File: config.mk
export PLATFORM = sky130hd
export DESIGN_NAME = amt_tracker
export DESIGN_NICKNAME = d
export VERILOG_FILES = /design/src/rtl/amt_pkg.sv /design/src/rtl/amt_tracker.sv
export SDC_FILE = /design/constraint.sdc
export NUM_CORES = 1
export LEC_CHECK = 0
export ABC_CLOCK_PERIOD_IN_PS = 8500
export BUFFER_PORTS_ARGS = -buffer_cell sky130_fd_sc_hd__buf_2
export CORE_MARGIN = 1.5
export CORE_UTILIZATION = 40
export CTS_CLUSTER_DIAMETER = 100
export DETAILED_ROUTE_END_ITERATION = 10
export HOLD_SLACK_MARGIN = 0.15
export PLACE_DENSITY_LB_ADDON = 0.15
export SLEW_MARGIN = 20
export SYNTH_ARGS = -nofsm -noshare
export SYNTH_HDL_FRONTEND = slang
export SYNTH_SLANG_ARGS = --single-unit
File: constraint.sdc
create_clock -name clock_in -period 8.5 [get_ports clock_in]
set_input_delay 1.7 -clock clock_in [delete_from_list [all_inputs] [get_ports clock_in]]
set_output_delay 1.7 -clock clock_in [all_outputs]
set_load 0.01 [all_outputs]
File: src/rtl/amt_pkg.sv
// Behaviour
// - mode takes 0..3, picks min/max/live
// - mode 0 enabled: output tracked minimum
// - mode 1 enabled: output tracked maximum
// - mode 2, select low: output minimum
// - mode 2, select high: output maximum
// - select input ignored outside mode 2
// - mode 3 or block source: follow input
// - reset option, disabled: zero output, clear tracking
// - no reset option, disabled: hold output
// - enabled: output chosen by mode and select
// - below lower limit: output equals lower, or upper if the limits are crossed
// - above upper limit: output equals upper
// - source is input, output, flag or block
// - physical input values span 0 to 1000
// - clamped output readable by other blocks
package amt_pkg;
	localparam int DATA_W                = 16;       // analog value width
	localparam int ADDR_W                = 8;        // register address width
	localparam int BUS_W                 = 32;       // register data width
	// register byte addresses
	localparam logic [7:0] REG_CTRL      = 8'h00;    // mode and reset option
	localparam logic [7:0] REG_UPPER     = 8'h04;    // upper limit
	localparam logic [7:0] REG_LOWER     = 8'h08;    // lower limit
	localparam logic [7:0] REG_MIN       = 8'h0c;    // tracked minimum, read only
	localparam logic [7:0] REG_MAX       = 8'h10;    // tracked maximum, read only
	localparam logic [7:0] REG_RESULT    = 8'h14;    // clamped result, read only
	localparam logic [7:0] REG_STATUS    = 8'h18;    // filtered pin state and tracking seeded, read only
	// control field positions
	localparam int CTRL_MODE_LSB         = 0;        // mode field, two bits
	localparam int CTRL_RST_BIT          = 2;        // reset-on-disable option
	// status field positions
	localparam int STAT_EN_BIT           = 0;        // filtered enable
	localparam int STAT_SEL_BIT          = 1;        // filtered min/max select
	localparam int STAT_VALID_BIT        = 2;        // tracking seeded
	// reset values
	localparam logic [DATA_W-1:0] UPPER_RESET = 16'h7fff;  // full signed range, no clamp
	localparam logic [DATA_W-1:0] LOWER_RESET = 16'h8000;
	localparam logic [DATA_W-1:0] ZERO_VAL    = 16'h0000;
	localparam logic [DATA_W-1:0] SCALE_MAX   = 16'h03e8;  // 1000 = full input range
	// timing
	localparam int CLK_PERIOD_NS         = 10;       // 100 MHz controller clock
	localparam int PROG_CYCLE_NS         = 1000;     // program cycle time
	localparam int PROG_CYCLE_CLKS       = (PROG_CYCLE_NS + CLK_PERIOD_NS - 1) / CLK_PERIOD_NS;

	typedef enum logic [1:0] {
		AMT_MODE_MIN  = 2'b00,                       // output minimum
		AMT_MODE_MAX  = 2'b01,                       // output maximum
		AMT_MODE_SEL  = 2'b10,                       // select pin chooses
		AMT_MODE_LIVE = 2'b11                        // output live value
	} amt_mode_t;

	typedef enum logic [1:0] {
		AMT_SRC_INPUT  = 2'b00,                      // physical analog input
		AMT_SRC_OUTPUT = 2'b01,                      // analog output
		AMT_SRC_FLAG   = 2'b10,                      // analog flag
		AMT_SRC_BLOCK  = 2'b11                       // another block's result
	} amt_src_t;

	typedef struct packed {
		amt_mode_t           mode;                   // output selection
		logic                rst_opt;                // zero and clear when disabled
		logic [DATA_W-1:0]   upper;                  // signed upper limit
		logic [DATA_W-1:0]   lower;                  // signed lower limit
	} amt_cfg_t;
endpackage

File: src/rtl/amt_tracker.sv
`timescale 1ns/1ns
module amt_tracker
	import amt_pkg::*;
#(
	parameter int CYCLE_CLKS = PROG_CYCLE_CLKS       // clocks per program cycle
) (
	input  wire logic              clock_in,         // 100 MHz clock
	input  wire logic              rst_in,           // async reset, active high
	input  wire logic              enable_in,        // block enable pin
	input  wire logic              minmax_select_in, // min/max select pin
	input  wire logic [DATA_W-1:0] analog_source_in, // selected analog value
	input  wire amt_src_t          source_kind_in,   // what the source is
	input  wire logic [ADDR_W-1:0] addr_in,          // register byte address
	input  wire logic [BUS_W-1:0]  wdata_in,         // register write data
	input  wire logic              wr_in,            // write strobe
	input  wire logic              rd_in,            // read strobe
	output logic      [BUS_W-1:0]  rdata_out,        // read data, cycle after strobe
	output logic      [DATA_W-1:0] analog_result_out,// clamped result for other blocks
	output logic                   cycle_tick_out    // one-cycle program cycle pulse
);

	// clamp to limits; lower applied first so upper wins on crossed limits
	// crossed limits are a setup error; favouring upper keeps the output bounded above
	function automatic logic [DATA_W-1:0] amt_clamp(input logic [DATA_W-1:0] v,
		input logic [DATA_W-1:0] lo, input logic [DATA_W-1:0] hi);
		logic [DATA_W-1:0] t;
		t = ($signed(v) < $signed(lo)) ? lo : v;
		if ($signed(t) > $signed(hi)) begin
			t = hi;
		end
		return t;
	endfunction

	// one count of headroom so that CYCLE_CLKS itself fits the width
	localparam int CNT_W = $clog2(CYCLE_CLKS + 1); // divider width

	amt_cfg_t          cfg;                      // software configuration
	logic [CNT_W-1:0]  div_cnt;                  // program cycle divider
	logic [2:0]        en_sync;                  // enable synchroniser chain
	logic [2:0]        sel_sync;                 // select synchroniser chain
	logic              en_q;                     // filtered enable
	logic              sel_q;                    // filtered select
	logic [DATA_W-1:0] min_val;                  // tracked minimum
	logic [DATA_W-1:0] max_val;                  // tracked maximum
	logic              track_valid;              // min/max seeded by a sample
	logic              rd_pend;                  // read answered next cycle
	logic [BUS_W-1:0]  rd_hold;                  // captured read word

	// divider: tick on the last count of each program cycle
	// a free-running divider keeps every evaluation on one program cycle grid
	// limitation: CYCLE_CLKS below 2 would make the tick stand on every clock
	wire               tick     = (div_cnt == CNT_W'(CYCLE_CLKS - 1));
	wire [CNT_W-1:0]   next_div = tick ? '0 : div_cnt + CNT_W'(1);

	always_ff @(posedge clock_in or posedge rst_in) begin
		if (rst_in) begin
			div_cnt <= '0;
		end else begin
			div_cnt <= next_div;
		end
	end

	assign cycle_tick_out = tick;

	// pin filtering: a level counts once stages two and three agree
	// stage one may go metastable, so only stages two and three are compared
	always_ff @(posedge clock_in or posedge rst_in) begin
		if (rst_in) begin
			en_sync  <= 3'h0;
			sel_sync <= 3'h0;
		end else begin
			en_sync  <= {en_sync[1:0], enable_in};
			sel_sync <= {sel_sync[1:0], minmax_select_in};
		end
	end

	// trade-off: four clocks of latency buy immunity to single-clock glitches
	wire en_agree  = (en_sync[1] == en_sync[2]);
	wire sel_agree = (sel_sync[1] == sel_sync[2]);

	always_ff @(posedge clock_in or posedge rst_in) begin
		if (rst_in) begin
			en_q  <= 1'b0;
			sel_q <= 1'b0;
		end else begin
			if (en_agree) begin
				en_q <= en_sync[2];
			end
			if (sel_agree) begin
				sel_q <= sel_sync[2];
			end
		end
	end

	// source conditioning: physical inputs live on the 0..1000 scale
	// other kinds are already internal values and pass unchanged
	// saturating rather than wrapping keeps an overdriven input at full scale
	wire src_phys = (source_kind_in == AMT_SRC_INPUT);
	wire src_blk  = (source_kind_in == AMT_SRC_BLOCK);
	wire [DATA_W-1:0] sample =
		!src_phys ? analog_source_in :
		($signed(analog_source_in) < 0) ? ZERO_VAL :
		(analog_source_in > SCALE_MAX) ? SCALE_MAX : analog_source_in;

	// tracking: the first sample after a clear seeds both extremes
	// compares are signed so that negative flags and block results track correctly
	wire take_min = !track_valid || ($signed(sample) < $signed(min_val));
	wire take_max = !track_valid || ($signed(sample) > $signed(max_val));
	wire [DATA_W-1:0] next_min = take_min ? sample : min_val;
	wire [DATA_W-1:0] next_max = take_max ? sample : max_val;

	// output selection; select pin matters only in mode 2
	// the updated extremes are used, so a new peak shows in the same program cycle
	wire pick_max = (cfg.mode == AMT_MODE_MAX) ||
		((cfg.mode == AMT_MODE_SEL) && sel_q);
	wire pick_live = (cfg.mode == AMT_MODE_LIVE) || src_blk;
	wire [DATA_W-1:0] chosen = pick_live ? sample :
		pick_max ? next_max : next_min;
	wire [DATA_W-1:0] next_result = amt_clamp(chosen, cfg.lower, cfg.upper);
	wire disabled_clear = !en_q && cfg.rst_opt;

	// program cycle evaluation; registers change only on the tick
	// sampling only on the tick stands for one scan of the controller program
	always_ff @(posedge clock_in or posedge rst_in) begin
		if (rst_in) begin
			min_val           <= ZERO_VAL;
			max_val           <= ZERO_VAL;
			track_valid       <= 1'b0;
			analog_result_out <= ZERO_VAL;
		end else if (tick) begin
			if (en_q) begin
				min_val           <= next_min;
				max_val           <= next_max;
				track_valid       <= 1'b1;
				analog_result_out <= next_result;
			end else if (cfg.rst_opt) begin
				// zero is forced directly, the limits do not apply to it
				min_val           <= ZERO_VAL;
				max_val           <= ZERO_VAL;
				track_valid       <= 1'b0;
				analog_result_out <= ZERO_VAL;
			end
			// otherwise the output and tracking hold
		end
	end

	// register decode
	// exact match on the byte address; every other address reads as zero
	// limits come back as stored, not sign-extended
	wire hit_ctrl  = (addr_in == REG_CTRL);
	wire hit_upper = (addr_in == REG_UPPER);
	wire hit_lower = (addr_in == REG_LOWER);
	wire [BUS_W-1:0] status_word =
		{29'h0, track_valid, sel_q, en_q};
	wire [BUS_W-1:0] rd_mux =
		hit_ctrl                 ? {29'h0, cfg.rst_opt, cfg.mode} :
		hit_upper                ? {16'h0, cfg.upper} :
		hit_lower                ? {16'h0, cfg.lower} :
		(addr_in == REG_MIN)     ? {16'h0, min_val} :
		(addr_in == REG_MAX)     ? {16'h0, max_val} :
		(addr_in == REG_RESULT)  ? {16'h0, analog_result_out} :
		(addr_in == REG_STATUS)  ? status_word : 32'h0;

	// register writes; a two-bit mode field can hold only 0..3
	// writes to read-only places fall through the decode and are dropped
	// a new reset-on-disable setting acts at the next tick, not at once
	always_ff @(posedge clock_in or posedge rst_in) begin
		if (rst_in) begin
			cfg.mode    <= AMT_MODE_MIN;
			cfg.rst_opt <= 1'b0;
			cfg.upper   <= UPPER_RESET;
			cfg.lower   <= LOWER_RESET;
		end else if (wr_in) begin
			if (hit_ctrl) begin
				cfg.mode    <= amt_mode_t'(wdata_in[CTRL_MODE_LSB +: 2]);
				cfg.rst_opt <= wdata_in[CTRL_RST_BIT];
			end
			if (hit_upper) begin
				cfg.upper <= wdata_in[DATA_W-1:0];
			end
			if (hit_lower) begin
				cfg.lower <= wdata_in[DATA_W-1:0];
			end
		end
	end

	// read capture: data stands only in the cycle after the strobe
	// zero outside the answer cycle keeps a shared read bus free of stale words
	always_ff @(posedge clock_in or posedge rst_in) begin
		if (rst_in) begin
			rd_pend <= 1'b0;
			rd_hold <= 32'h0;
		end else begin
			rd_pend <= rd_in;
			rd_hold <= rd_in ? rd_mux : 32'h0;
		end
	end

	assign rdata_out = rd_pend ? rd_hold : 32'h0;

	// checks on the evaluation path
	// they compare against the limits in force at the tick edge
	wire run = tick && en_q;

	a_mode_min_out: assert property (@(posedge clock_in) disable iff (rst_in)
		(run && cfg.mode == AMT_MODE_MIN && !src_blk) |=>
			analog_result_out == amt_clamp($past(next_min), $past(cfg.lower), $past(cfg.upper)))
		else $error("mode 0 output is not the clamped minimum");

	a_mode_max_out: assert property (@(posedge clock_in) disable iff (rst_in)
		(run && cfg.mode == AMT_MODE_MAX && !src_blk) |=>
			analog_result_out == amt_clamp($past(next_max), $past(cfg.lower), $past(cfg.upper)))
		else $error("mode 1 output is not the clamped maximum");

	a_sel_high_max: assert property (@(posedge clock_in) disable iff (rst_in)
		(run && cfg.mode == AMT_MODE_SEL && sel_q && !src_blk) |=>
			analog_result_out == amt_clamp($past(next_max), $past(cfg.lower), $past(cfg.upper)))
		else $error("select high did not give the maximum");

	a_sel_low_min: assert property (@(posedge clock_in) disable iff (rst_in)
		(run && cfg.mode == AMT_MODE_SEL && !sel_q && !src_blk) |=>
			analog_result_out == amt_clamp($past(next_min), $past(cfg.lower), $past(cfg.upper)))
		else $error("select low did not give the minimum");

	a_live_follow: assert property (@(posedge clock_in) disable iff (rst_in)
		(run && (cfg.mode == AMT_MODE_LIVE || src_blk)) |=>
			analog_result_out == amt_clamp($past(sample), $past(cfg.lower), $past(cfg.upper)))
		else $error("live mode output does not follow the input");

	a_disable_zero: assert property (@(posedge clock_in) disable iff (rst_in)
		(tick && disabled_clear) |=> (analog_result_out == ZERO_VAL && !track_valid && min_val == ZERO_VAL))
		else $error("reset option did not zero the block");

	a_disable_hold: assert property (@(posedge clock_in) disable iff (rst_in)
		(!en_q && !cfg.rst_opt) |=> $stable(analog_result_out))
		else $error("disabled output changed without reset option");

	a_clamp_limits: assert property (@(posedge clock_in) disable iff (rst_in)
		(run && $signed(cfg.lower) <= $signed(cfg.upper)) |=>
			($signed(analog_result_out) >= $signed($past(cfg.lower)) &&
			 $signed(analog_result_out) <= $signed($past(cfg.upper))))
		else $error("output escaped the limits");

	a_phys_scale: assert property (@(posedge clock_in) disable iff (rst_in)
		src_phys |-> ($signed(sample) >= 0 && sample <= SCALE_MAX))
		else $error("physical sample outside 0 to 1000");

	a_track_order: assert property (@(posedge clock_in) disable iff (rst_in)
		track_valid |-> ($signed(min_val) <= $signed(max_val)))
		else $error("tracked minimum above maximum");

	a_tick_spacing: assert property (@(posedge clock_in) disable iff (rst_in)
		tick |=> !tick)
		else $error("program cycle ticks back to back");

	// the result register moves only on an evaluation edge
	a_result_steady: assert property (@(posedge clock_in) disable iff (rst_in)
		!tick |=> $stable(analog_result_out))
		else $error("result changed between program cycles");

	// the extremes move only on an evaluation edge
	a_track_steady: assert property (@(posedge clock_in) disable iff (rst_in)
		!tick |=> ($stable(min_val) && $stable(max_val)))
		else $error("tracking changed between program cycles");

	// the first enabled sample after a clear is both minimum and maximum
	a_seed_both: assert property (@(posedge clock_in) disable iff (rst_in)
		(run && !track_valid) |=> (track_valid && min_val == max_val))
		else $error("first sample did not seed both extremes");

	// a choice below the lower limit leaves as the lower limit when the limits are not crossed
	a_clamp_low: assert property (@(posedge clock_in) disable iff (rst_in)
		(run && $signed(chosen) < $signed(cfg.lower) && $signed(cfg.lower) <= $signed(cfg.upper)) |=>
			(analog_result_out == $past(cfg.lower)))
		else $error("low value not raised to the lower limit");

	// a choice above the upper limit leaves as the upper limit
	a_clamp_high: assert property (@(posedge clock_in) disable iff (rst_in)
		(run && $signed(chosen) > $signed(cfg.upper)) |=> (analog_result_out == $past(cfg.upper)))
		else $error("high value not cut to the upper limit");

	// the mode field takes the written value
	a_mode_write: assert property (@(posedge clock_in) disable iff (rst_in)
		(wr_in && hit_ctrl) |=> (cfg.mode == $past(wdata_in[CTRL_MODE_LSB +: 2])))
		else $error("mode write did not land");

	// the upper limit takes the written value
	a_upper_write: assert property (@(posedge clock_in) disable iff (rst_in)
		(wr_in && hit_upper) |=> (cfg.upper == $past(wdata_in[DATA_W-1:0])))
		else $error("upper limit write did not land");

	// the lower limit takes the written value
	a_lower_write: assert property (@(posedge clock_in) disable iff (rst_in)
		(wr_in && hit_lower) |=> (cfg.lower == $past(wdata_in[DATA_W-1:0])))
		else $error("lower limit write did not land");

	// the clamped result can be read back as a source value
	a_result_read: assert property (@(posedge clock_in) disable iff (rst_in)
		(rd_in && addr_in == REG_RESULT) |=> (rdata_out == {16'h0, $past(analog_result_out)}))
		else $error("result read back wrong");

	// a disagreeing filter keeps the accepted enable level
	a_en_filter: assert property (@(posedge clock_in) disable iff (rst_in)
		(en_sync[1] != en_sync[2]) |=> $stable(en_q))
		else $error("enable accepted before the filter agreed");

endmodule

# [After elaboration in Yosys (flattened, before gate mapping)]
# Index checks and enable logic that the tools add are counted.
# W data, S select, Z words.
[totals] in_bits=64 latchBits=0 register_bits=116 ramBits=0 romBits=0 mem_count=0
[classes] shift=0 bitwise=0 eq_ne=13 addsub=1 mul=0 n_div=0 muxes=25 n_lt_le_gt_ge=6 n_reduce_logical=13
[ops] op="$mux W16" count=21
[ops] op="$gt A16 B16 Y1" count=2
[ops] op="$lt A16 B16 Y1" count=2
[ops] op="$eq A8 B5 Y1 const B" count=3
[ops] op="$eq A8 B4 Y1 const B" count=2
[ops] op="$gt A16 B10 Y1 const B" count=1
[ops] op="$lt A16 B1 Y1 const B" count=1
[ops] op="$eq A8 B3 Y1 const B" count=1
[ops] op="$logic_not A8 Y1" count=1
[ops] op="$reduce_and A2 Y1" count=4
[ops] op="$add A7 B1 Y7 const B" count=1
[ops] op="$eq A7 B7 Y1 const B" count=1
[ops] op="$mux W7" count=1
[ops] op="$eq A2 B2 Y1 const B" count=3
[ops] op="$logic_or A1 B1 Y1" count=4
[ops] op="$mux W3" count=1
[ops] op="$eq A1 B1 Y1" count=2
[ops] op="$eq A2 B1 Y1 const B" count=1
[ops] op="$logic_not A2 Y1" count=1
[ops] op="$mux W1" count=2
[ops] op="$reduce_bool A2 Y1" count=1
[ops] op="$logic_and A1 B1 Y1" count=1
[ops] op="$logic_not A1 Y1" count=1

# [Longest topological paths before layout]
# Gate-level depths: netlist of the first run.
[depth] word_depth=14 mapped_depth=36 mapped_depth_nobuf=33

# [Worst setup path before layout of the first run]
# Ideal clock, no wire load.
[synth_path] kind="input to register" start="in source_kind_in[1]" end="reg analog_result_out[15]" t_required_ps=8436 path_stages=31 setup_slack_ps=-467 path_buffers=4 arrival_ps=8903 setup_ps=64 cell_sequence="or2_2 clkbuf_1 nor2_1 o21ai_0 inv_1 ha_1 a2111o_1 o311ai_2 a31oi_4 or2_2 clkbuf_1 nor2_1 a221oi_1 ha_1 nand4_1 or2_2 o41ai_1 o21ai_2 buf_6 mux2_4 ha_1 a21o_1 a21o_1 a21o_1 a21o_1 a21o_1 a2111oi_0 a221oi_1 nor2_1 clkbuf_1 a21o_1"
[synth_between] elab_chain_len=12
[synth_lines] item="start, declared" line_no="amt_tracker.sv:12" source="input wire amt_src_t source_kind_in,"
[synth_lines] item="$logic_not A2 Y1" line_no="amt_tracker.sv:98" source="wire src_phys = (source_kind_in == AMT_SRC_INPUT);"
[synth_lines] item="$mux W16" line_no="amt_tracker.sv:101" source="!src_phys ? analog_source_in :"
[synth_lines] item="$lt A16 B16 Y1 / $gt A16 B16 Y1 (equally long branches)" line_no="amt_tracker.sv:107, amt_tracker.sv:108"
[synth_lines] item="$logic_or A1 B1 Y1, on equally long branches" line_no="amt_tracker.sv:107, amt_tracker.sv:108"
[synth_lines] item="$mux W16, on equally long branches" line_no="amt_tracker.sv:109, amt_tracker.sv:110"
[synth_lines] item="$mux W16" line_no="amt_tracker.sv:118" source="pick_max ? next_max : next_min;"
[synth_lines] item="$mux W16 (*)" line_no="amt_tracker.sv:117" source="wire [DATA_W-1:0] chosen = pick_live ? sample :"
[synth_lines] item="$lt A16 B16 Y1" line_no="amt_tracker.sv:27" source="t = ($signed(v) < $signed(lo)) ? lo : v;"
[synth_lines] item="$mux W16 (*)" line_no="amt_tracker.sv:27"
[synth_lines] item="$gt A16 B16 Y1" line_no="amt_tracker.sv:28" source="if ($signed(t) > $signed(hi)) begin"
[synth_lines] item="$mux W16 (*)" line_no="amt_tracker.sv:28"
[synth_lines] item="$mux W16 (*)" line_no="amt_tracker.sv:131" source="if (en_q) begin"
[synth_lines] item="end signal, assigned" line_no="amt_tracker.sv:135" source="analog_result_out <= next_result;"
[synth_lines] item="end, declared" line_no="amt_tracker.sv:18" source="output logic [DATA_W-1:0] analog_result_out,"
# Every way passes the cells marked *; elsewhere a longest branch is shown, timed or not.
# A chain may end at the register's enable or synchronous reset.

# [Final worst setup path of the first run]
[layout_path] start="in analog_source_in[4]" end="reg analog_result_out[1]"
[layout_between] elab_chain_len=14
[layout_lines] item="start, declared" line_no="amt_tracker.sv:11" source="input wire logic [DATA_W-1:0] analog_source_in,"
[layout_lines] item="$gt A16 B10 Y1" line_no="amt_tracker.sv:103" source="(analog_source_in > SCALE_MAX) ? SCALE_MAX : analog_source_in;"
[layout_lines] item="$mux W16" line_no="amt_tracker.sv:103"
[layout_lines] item="$mux W16" line_no="amt_tracker.sv:102" source="($signed(analog_source_in) < 0) ? ZERO_VAL :"
[layout_lines] item="$mux W16 (*)" line_no="amt_tracker.sv:101"
[layout_lines] item="$lt A16 B16 Y1 / $gt A16 B16 Y1 (equally long branches)" line_no="amt_tracker.sv:107, amt_tracker.sv:108"
[layout_lines] item="$logic_or A1 B1 Y1, on equally long branches" line_no="amt_tracker.sv:107, amt_tracker.sv:108"
[layout_lines] item="$mux W16, on equally long branches" line_no="amt_tracker.sv:109, amt_tracker.sv:110"
[layout_lines] item="$mux W16" line_no="amt_tracker.sv:118"
[layout_lines] item="$mux W16 (*)" line_no="amt_tracker.sv:117"
[layout_lines] item="$lt A16 B16 Y1" line_no="amt_tracker.sv:27"
[layout_lines] item="$mux W16 (*)" line_no="amt_tracker.sv:27"
[layout_lines] item="$gt A16 B16 Y1" line_no="amt_tracker.sv:28"
[layout_lines] item="$mux W16 (*)" line_no="amt_tracker.sv:28"
[layout_lines] item="$mux W16 (*)" line_no="amt_tracker.sv:131"
# Marks and branches as above.

==> impl_metrics.ini, run 1 <==
[outcome]
run_status = complete, but fails checks
failed_checks = design-rule violations

[layout]
fill_cell_count = 1601
utilization_pct = 54.0
num-nets-final = 1085
synthToLayoutAreaGrowth_pct = 32.0
drive_above_1_share_pct = 37.0
antenna_cells = 0
fin_cells = 1200

[clock_network]
cts_tree = done
cts_num_sinks = 116
insertion_delay_ns = 0.44
clock_tree.root_cell = sky130_fd_sc_hd__clkbuf_16
cts.hold.buffers_added = 0
post_cts_clock_slew_at_the_launch_and_capture_registers_of_the_worst_setup_and_hold_paths_ns = 0.06
max_root_sink_buffers = 2
cts-buffers-inserted = 17
clock_tree.htree_level_count = 4

[place]
io_buffers = 80
dpl.cell_count = 1162
globalplace.congestion = 0.920
hpwl_mm = 17.5
dpl_worst_slack_ns = -0.457

[synthesis]
synth.yosys.warnings = 0
synthMuxAreaShare_pct = 9.55
ys_dominant_reg_cell = sky130_fd_sc_hd__dfrtp_1
synthesis.area_mm2 = 0.00740
synth_area_leader_cell = sky130_fd_sc_hd__dfrtp_1
synth.most_common_cell = sky130_fd_sc_hd__dfrtp_1
post_synth_edffs = 0
ys_top_cells_by_area = sky130_fd_sc_hd__dfrtp_1 (34%), sky130_fd_sc_hd__ha_1 (11%), sky130_fd_sc_hd__mux2_2 (6.2%)
synth.cells.most_frequent = sky130_fd_sc_hd__dfrtp_1 (100), sky130_fd_sc_hd__inv_1 (81), sky130_fd_sc_hd__nand2_1 (78)
share_of_the_synthesized_area_in_compound_gates_ao_oa_aoi_oai_pct = 20.7
synth_xor_area_share_pct = 0.473
synth-simple-area-share_pct = 11.8
synth_cell_type_count = 58
post_synth_inst_count = 766
async_flop_share_pct = 100
synth_largest_type_area_fraction_pct = 33.8
postSynthRegisterBits = 116
syn_area_per_cell_um2 = 9.67
synth_top_family_by_area = compound AO/OA/AOI/OAI gates
synth-adder-area-share_pct = 10.9
part_of_the_yosys_area_used_for_sequential_elements_pct = 39.5

[floorplanning]
die-area_mm2 = 0.0193
die_h_um = 139
ios = 113
std_cell_rows = 49
initial_utilization_pct = 40.9
coreArea_mm2 = 0.0181
fp.dieW_um = 139

[timing]
timing.fmax_mhz = 121
fin_crit_ns = 8.29
max-slew-margin-rel_pct = 23.1
fin_hold_viols = 0
fin_crit_sh_pct = 97.5
timing_worst_slew_pin_value_ns = 1.15
setup_viol = 0
whs_ns = 0.356
worst_slack_ns = 0.210
final_max_slew_viol_count = 0
worst_clock_skew_ns = 0.00933

[critical_path]
critical_path.endpoint = analog_result_out[1]$_DFFE_PP0P_
crit_slowest_cell = sky130_fd_sc_hd__a2111oi_4
start_kind = input port
critical-path-max-stage-delay_ns = 0.36
worst_setup_path_startpoint = analog_source_in[4]
end_kind = flip-flop
required_time_of_the_critical_path_ns = 8.82
ff2ff_setup_slack_ns = 1.75
crit_path_class = input port to flip-flop
rr_worst_depth = 29
worst-path-max-fanout = 5
critical_register_to_register_path_endpoint = analog_result_out[1]$_DFFE_PP0P_
path_common_cell = sky130_fd_sc_hd__a21o_1
critical_path.reg2reg.startpoint = max_val[7]$_DFFE_PP0P_
worst_ep_arrival_time_ns = 8.61

[grt]
grt_max_degree = 72
initial_antenna_violation_count = 0
grt_use_total_pct = 24.9
via_count_of_the_first_global_routing_pass = 7049
global_route.overflow_total = 0
grt_first_pass_wirelength_mm = 37.1

[pwr]
power.internal_w = 0.00114
p_switching_w = 0.000473
post-layout-total-power_w = 0.00162
seq_power_share_pct = 36.2
leakage_nw = 4.65
power.share.switching_pct = 29.3
power.density_cell_area_mw_per_mm2 = 165
power.ir.vdd_worst_mv = 0.159
combinationalPowerShare_pct = 20.8
clockPowerShare_pct = 43.0

[routing]
wl_per_cell_um = 19.6
dr_total_vias = 6745
route.final.wire_length_mm = 23.6
first_iter_violations = 520
drc_errors_left = 9
drtPass1Iterations = 10
via_to_cell_ratio = 5.62
antenna_left = 0

[hold_path]
min-delay-path-class = flip-flop to flip-flop

[run]
max_cap_viol_count = 0
## placed cells by master (no fill, tap or decap), drive strengths merged, types with 3 or more instances in the layout
master and instances:
a211oi 3, inv 87, o21ai 50, clkinv 4
and2 17, a222oi 13, nand2 78, nand3 11
or2 3, mux2i 8, buf 199, ha 63
mux2 52, a21o 28, o211ai 4, o221ai 5
nor2b 5, nor2 36, clkinvlp 4, a31oi 4
dfrtp 100, nor4 5, nor3 9, o21bai 3
a21oi 36, nand4 12, dfstp 16, conb 16
a22oi 18, a221oi 16, nand2b 5, clkbuf 17
a32o 15
## registers in the layout (all words and copies together), names as in the netlist
name               cells
cfg                   35
analog_result_out     16
max_val               16
min_val               16
rd_hold               16
div_cnt                7
en_sync                3
sel_sync               3
en_q                   1
rd_pend                1
sel_q                  1
track_valid            1
## cell families (layout without fill, tap and decap cells)
family	count (synthesis)	after routing
fa+ha+maj	65	65
buf+inv	122	312
mux	60	60
flops	116	116
simple gates	186	186
other cells	1	16
xor+xnor	4	4
compound gates	212	212
## power groups by stage
| stage | clock network, W | logic, W | registers, W |
|---|---|---|---|
| 2_1_floorplan | 0 | 0.000185 | 0.000589 |
| 3_3_place_gp | 0 | 0.000300 | 0.000593 |
| 3_5_place_dp | 0 | 0.000309 | 0.000594 |
| 4_1_cts | 0.000710 | 0.000313 | 0.000584 |
| 5_1_grt | 0.000735 | 0.000366 | 0.000586 |
| 6_report | 0.000695 | 0.000336 | 0.000584 |
## critical path: cells and delay by family
kind,cells,cell delay (ns)
AOI/OAI and AO/OA,20,3.92
and+or+nand+nor,7,1.02
adders and majority gates,3,0.73
buffers and inverters,4,0.65
muxes,2,0.57
## area by class of cell
cell class	count	area, um2	share of cell area [%]
Clock buffer	17	425	4.35
Clock inverter	15	148	1.51
Inverter	81	307	3.14
Multi-Input combinational cell	543	4340	44.4
Sequential cell	116	2920	29.9
Tap cell	229	287	2.93
Timing Repair Buffer	199	1340	13.7
## routing by layer
layer | GRT usage, % | wire length [um] | vias up
li1 | - | - | 3145
met1 | 30.5 | 9840 | 3315
met2 | 42.9 | 11700 | 232
met4 | 9.35 | 771 | 0
met5 | 0 | 0 | -
met3 | 5.28 | 1240 | 53
## through the flow
| stage | TNS (ns) | area, um2 |
|---|---|---|
| 2_1_floorplan | 0 | 7510 |
| 3_3_place_gp | -6.28 | 8860 |
| 3_5_place_dp | -6.91 | 8860 |
| 4_1_cts | 0 | 9460 |
| 5_1_grt | -0.0359 | 9770 |
| 6_report | 0 | 9770 |
## worst min-delay path by stage
stage | from | to | slack, ns | cells after the start
2_1_floorplan | en_sync[0]$_DFF_PP0_ | en_sync[1]$_DFF_PP0_ | 0.33 | 0
3_3_place_gp | sel_sync[0]$_DFF_PP0_ | sel_sync[1]$_DFF_PP0_ | 0.34 | 0
3_5_place_dp | en_sync[0]$_DFF_PP0_ | en_sync[1]$_DFF_PP0_ | 0.34 | 0
4_1_cts | sel_sync[0]$_DFF_PP0_ | sel_sync[1]$_DFF_PP0_ | 0.36 | 0
5_1_grt | sel_sync[0]$_DFF_PP0_ | sel_sync[1]$_DFF_PP0_ | 0.37 | 0
6_report | sel_sync[0]$_DFF_PP0_ | sel_sync[1]$_DFF_PP0_ | 0.36 | 0
## what timing repair did
item	CTS	global route
gates resized for setup	4	62
setup buffers	0	5
endpoints found under the setup margin	14	16
gates cloned	0	1
pin swaps	0	20
(Power assumes the default switching activity.)
==> run 2, diff against run 1 <==
--- a/config.mk
+++ b/config.mk
@@ -7,8 +7,8 @@
 export LEC_CHECK = 0
 export ABC_CLOCK_PERIOD_IN_PS = 8500
 export BUFFER_PORTS_ARGS = -buffer_cell sky130_fd_sc_hd__buf_2
-export CORE_MARGIN = 1.5
-export CORE_UTILIZATION = 40
+export CORE_MARGIN = 2
+export CORE_UTILIZATION = 55
 export CTS_CLUSTER_DIAMETER = 100
 export DETAILED_ROUTE_END_ITERATION = 10
 export HOLD_SLACK_MARGIN = 0.15
==> run 2 against run 1 <==
  * The run now ends clean
  * Die area is 25% lower
  * Cell area is 0.42% higher
  * Wire length is 3.9% lower
  * Sequential power hardly changed
  * Total power is 3.9% higher
  * Core utilization is 20 points higher
  * Non-clock buffer count is 1 lower
  * Via count is 3.9% higher
  * Worst setup slack worse by 0.013 ns
  * Count of clock-buffer cells in the layout is 5 higher
  * Critical path depth stayed put
  * Register-to-register slack hardly changed
==> impl_metrics.ini, run 2 (synthesis results as in run 1) <==
[clock_network]
insertion_delay_ns = 0.42
cts-buffers-inserted = 17
cts_tree = done
clock_tree.root_cell = sky130_fd_sc_hd__clkbuf_16
post_cts_clock_slew_at_the_launch_and_capture_registers_of_the_worst_setup_and_hold_paths_ns = 0.05
clock_tree.htree_level_count = 4
cts_num_sinks = 116
max_root_sink_buffers = 2

[floorplanning]
die_h_um = 120
die-area_mm2 = 0.0144
std_cell_rows = 42
coreArea_mm2 = 0.0132
initial_utilization_pct = 56.1
ios = 113
fp.dieW_um = 120

[timing]
setup_total_negative_slack_ns = 0
timing.fmax_mhz = 120
fin_crit_ns = 8.30
fin_hold_viols = 0
worst_slack_ns = 0.197
max-slew-margin-rel_pct = 25.9
fin_crit_sh_pct = 97.7
setup_viol = 0
worst_clock_skew_ns = 0.00927
final_max_slew_viol_count = 0
timing_worst_slew_pin_value_ns = 1.11

[layout]
design_area_mm2 = 0.00982
antenna_cells = 0
layout.cells.most_common = sky130_fd_sc_hd__buf_4
utilization_pct = 74.4
num-nets-final = 1084
number_of_flip_flops_under_the_largest_register_name = 35
drive_above_1_share_pct = 37.2
max_flop_register = cfg
final_cell_mix = sky130_fd_sc_hd__buf_4 (112), sky130_fd_sc_hd__dfrtp_1 (100), sky130_fd_sc_hd__buf_2 (80)
synthToLayoutAreaGrowth_pct = 32.6

[critical_path]
critical-path-max-stage-delay_ns = 0.40
end_kind = flip-flop
worst-path-max-fanout = 8
crit_slowest_cell = sky130_fd_sc_hd__a2111o_1
ff2ff_setup_slack_ns = 1.76
rr_worst_depth = 31
worst_ep_arrival_time_ns = 8.61
worst_setup_path_startpoint = source_kind_in[1]
required_time_of_the_critical_path_ns = 8.81
path_common_cell = sky130_fd_sc_hd__a21o_1
start_kind = input port
critical_register_to_register_path_endpoint = analog_result_out[6]$_DFFE_PP0P_
crit_path_class = input port to flip-flop
critical_path.reg2reg.startpoint = max_val[14]$_DFFE_PP0P_

[grt]
grt_first_pass_wirelength_mm = 35.4
grt_use_total_pct = 31.8
global_route.overflow_total = 0
initial_antenna_violation_count = 0
grt_max_degree = 60
via_count_of_the_first_global_routing_pass = 7114

[routing]
wl_per_cell_um = 19.8
route.final.wire_length_mm = 22.7
antenna_left = 0
dr_total_vias = 7007
drtPass1Iterations = 8
via_to_cell_ratio = 6.11
first_iter_violations = 861
drc_errors_left = 0

[hold_path]
worstHoldPathCells = 0
worst_hold_startpoint = en_sync[0]$_DFF_PP0_
min_to = en_sync[1]$_DFF_PP0_
min-delay-path-class = flip-flop to flip-flop

[pwr]
seq_power_share_pct = 34.9
power.ir.vdd_worst_mv = 0.152
post-layout-total-power_w = 0.00168
power.internal_w = 0.00124
combinationalPowerShare_pct = 20.3
p_switching_w = 0.000440
leakage_nw = 4.68
power.share.switching_pct = 26.2
clockPowerShare_pct = 44.9
power.density_cell_area_mw_per_mm2 = 171

[outcome]
run_status = complete, no violations

[place]
io_buffers = 80
dpl_worst_slack_ns = -0.873
globalplace.congestion = 0.958
placed_cell_area_mm2 = 0.00876
hpwl_mm = 16.5

[run]
max_cap_viol_count = 0
[run 2: layout make-up]
type	instances	area, um2
inverters	81	307
repair buffers	198	1320
clock buffers	22	464
fillers	954	3370
clock inverters	10	155
well taps	176	220
flip-flops and latches	116	2920
multi-input cells	543	4430
[run 2: power by group through the flow]
stage          registers (W)  logic [W]  clock network [W]
3_3_place_gp        0.000592   0.000289                  0
2_1_floorplan       0.000589   0.000185                  0
4_1_cts             0.000584   0.000306           0.000757
5_1_grt             0.000587   0.000367           0.000782
3_5_place_dp        0.000593   0.000298                  0
6_report            0.000585   0.000340           0.000753
[run 2: metrics by stage]
stage	hold slack (ns)	cells
2_1_floorplan	0.331	781
3_3_place_gp	0.341	1105
3_5_place_dp	0.342	1105
4_1_cts	0.354	1137
5_1_grt	0.354	1146
6_report	0.352	1146
[run 2: worst max path at each step]
stage | endpoint | slack [ns] | depth (start not counted)
6_report | analog_result_out[6]$_DFFE_PP0P_ | 0.20 | 36
4_1_cts | analog_result_out[5]$_DFFE_PP0P_ | 0.02 | 34
5_1_grt | analog_result_out[6]$_DFFE_PP0P_ | -0.08 | 38
2_1_floorplan | analog_result_out[15]$_DFFE_PP0P_ | 0.006 | 34
3_5_place_dp | analog_result_out[7]$_DFFE_PP0P_ | -0.87 | 36
3_3_place_gp | analog_result_out[5]$_DFFE_PP0P_ | -0.73 | 35
[run 2: critical path, delay by kind of cell]
| kind | cells | cell delay [ns] |
|---|---|---|
| AOI/OAI and AO/OA | 17 | 3.36 |
| and+or+nand+nor | 6 | 1.33 |
| buffers and inverters | 8 | 1.10 |
| adders and majority gates | 3 | 0.67 |
| muxes | 2 | 0.41 |
[run 2: timing repair]
item / in CTS / in global routing
setup endpoints to repair: 16 / 16
buffers inserted: 0 / 9
pin swaps: 1 / 30
gates resized for setup: 13 / 60
hold buffers: 0 / 0
[run 2: per-layer routing]
layer	wire length, um	up-vias	track usage [%]
met2	11400	347	53.6
li1	-	3148	-
met4	914	0	14.4
met5	0	-	0
met1	8900	3436	38.3
met3	1460	76	7.89
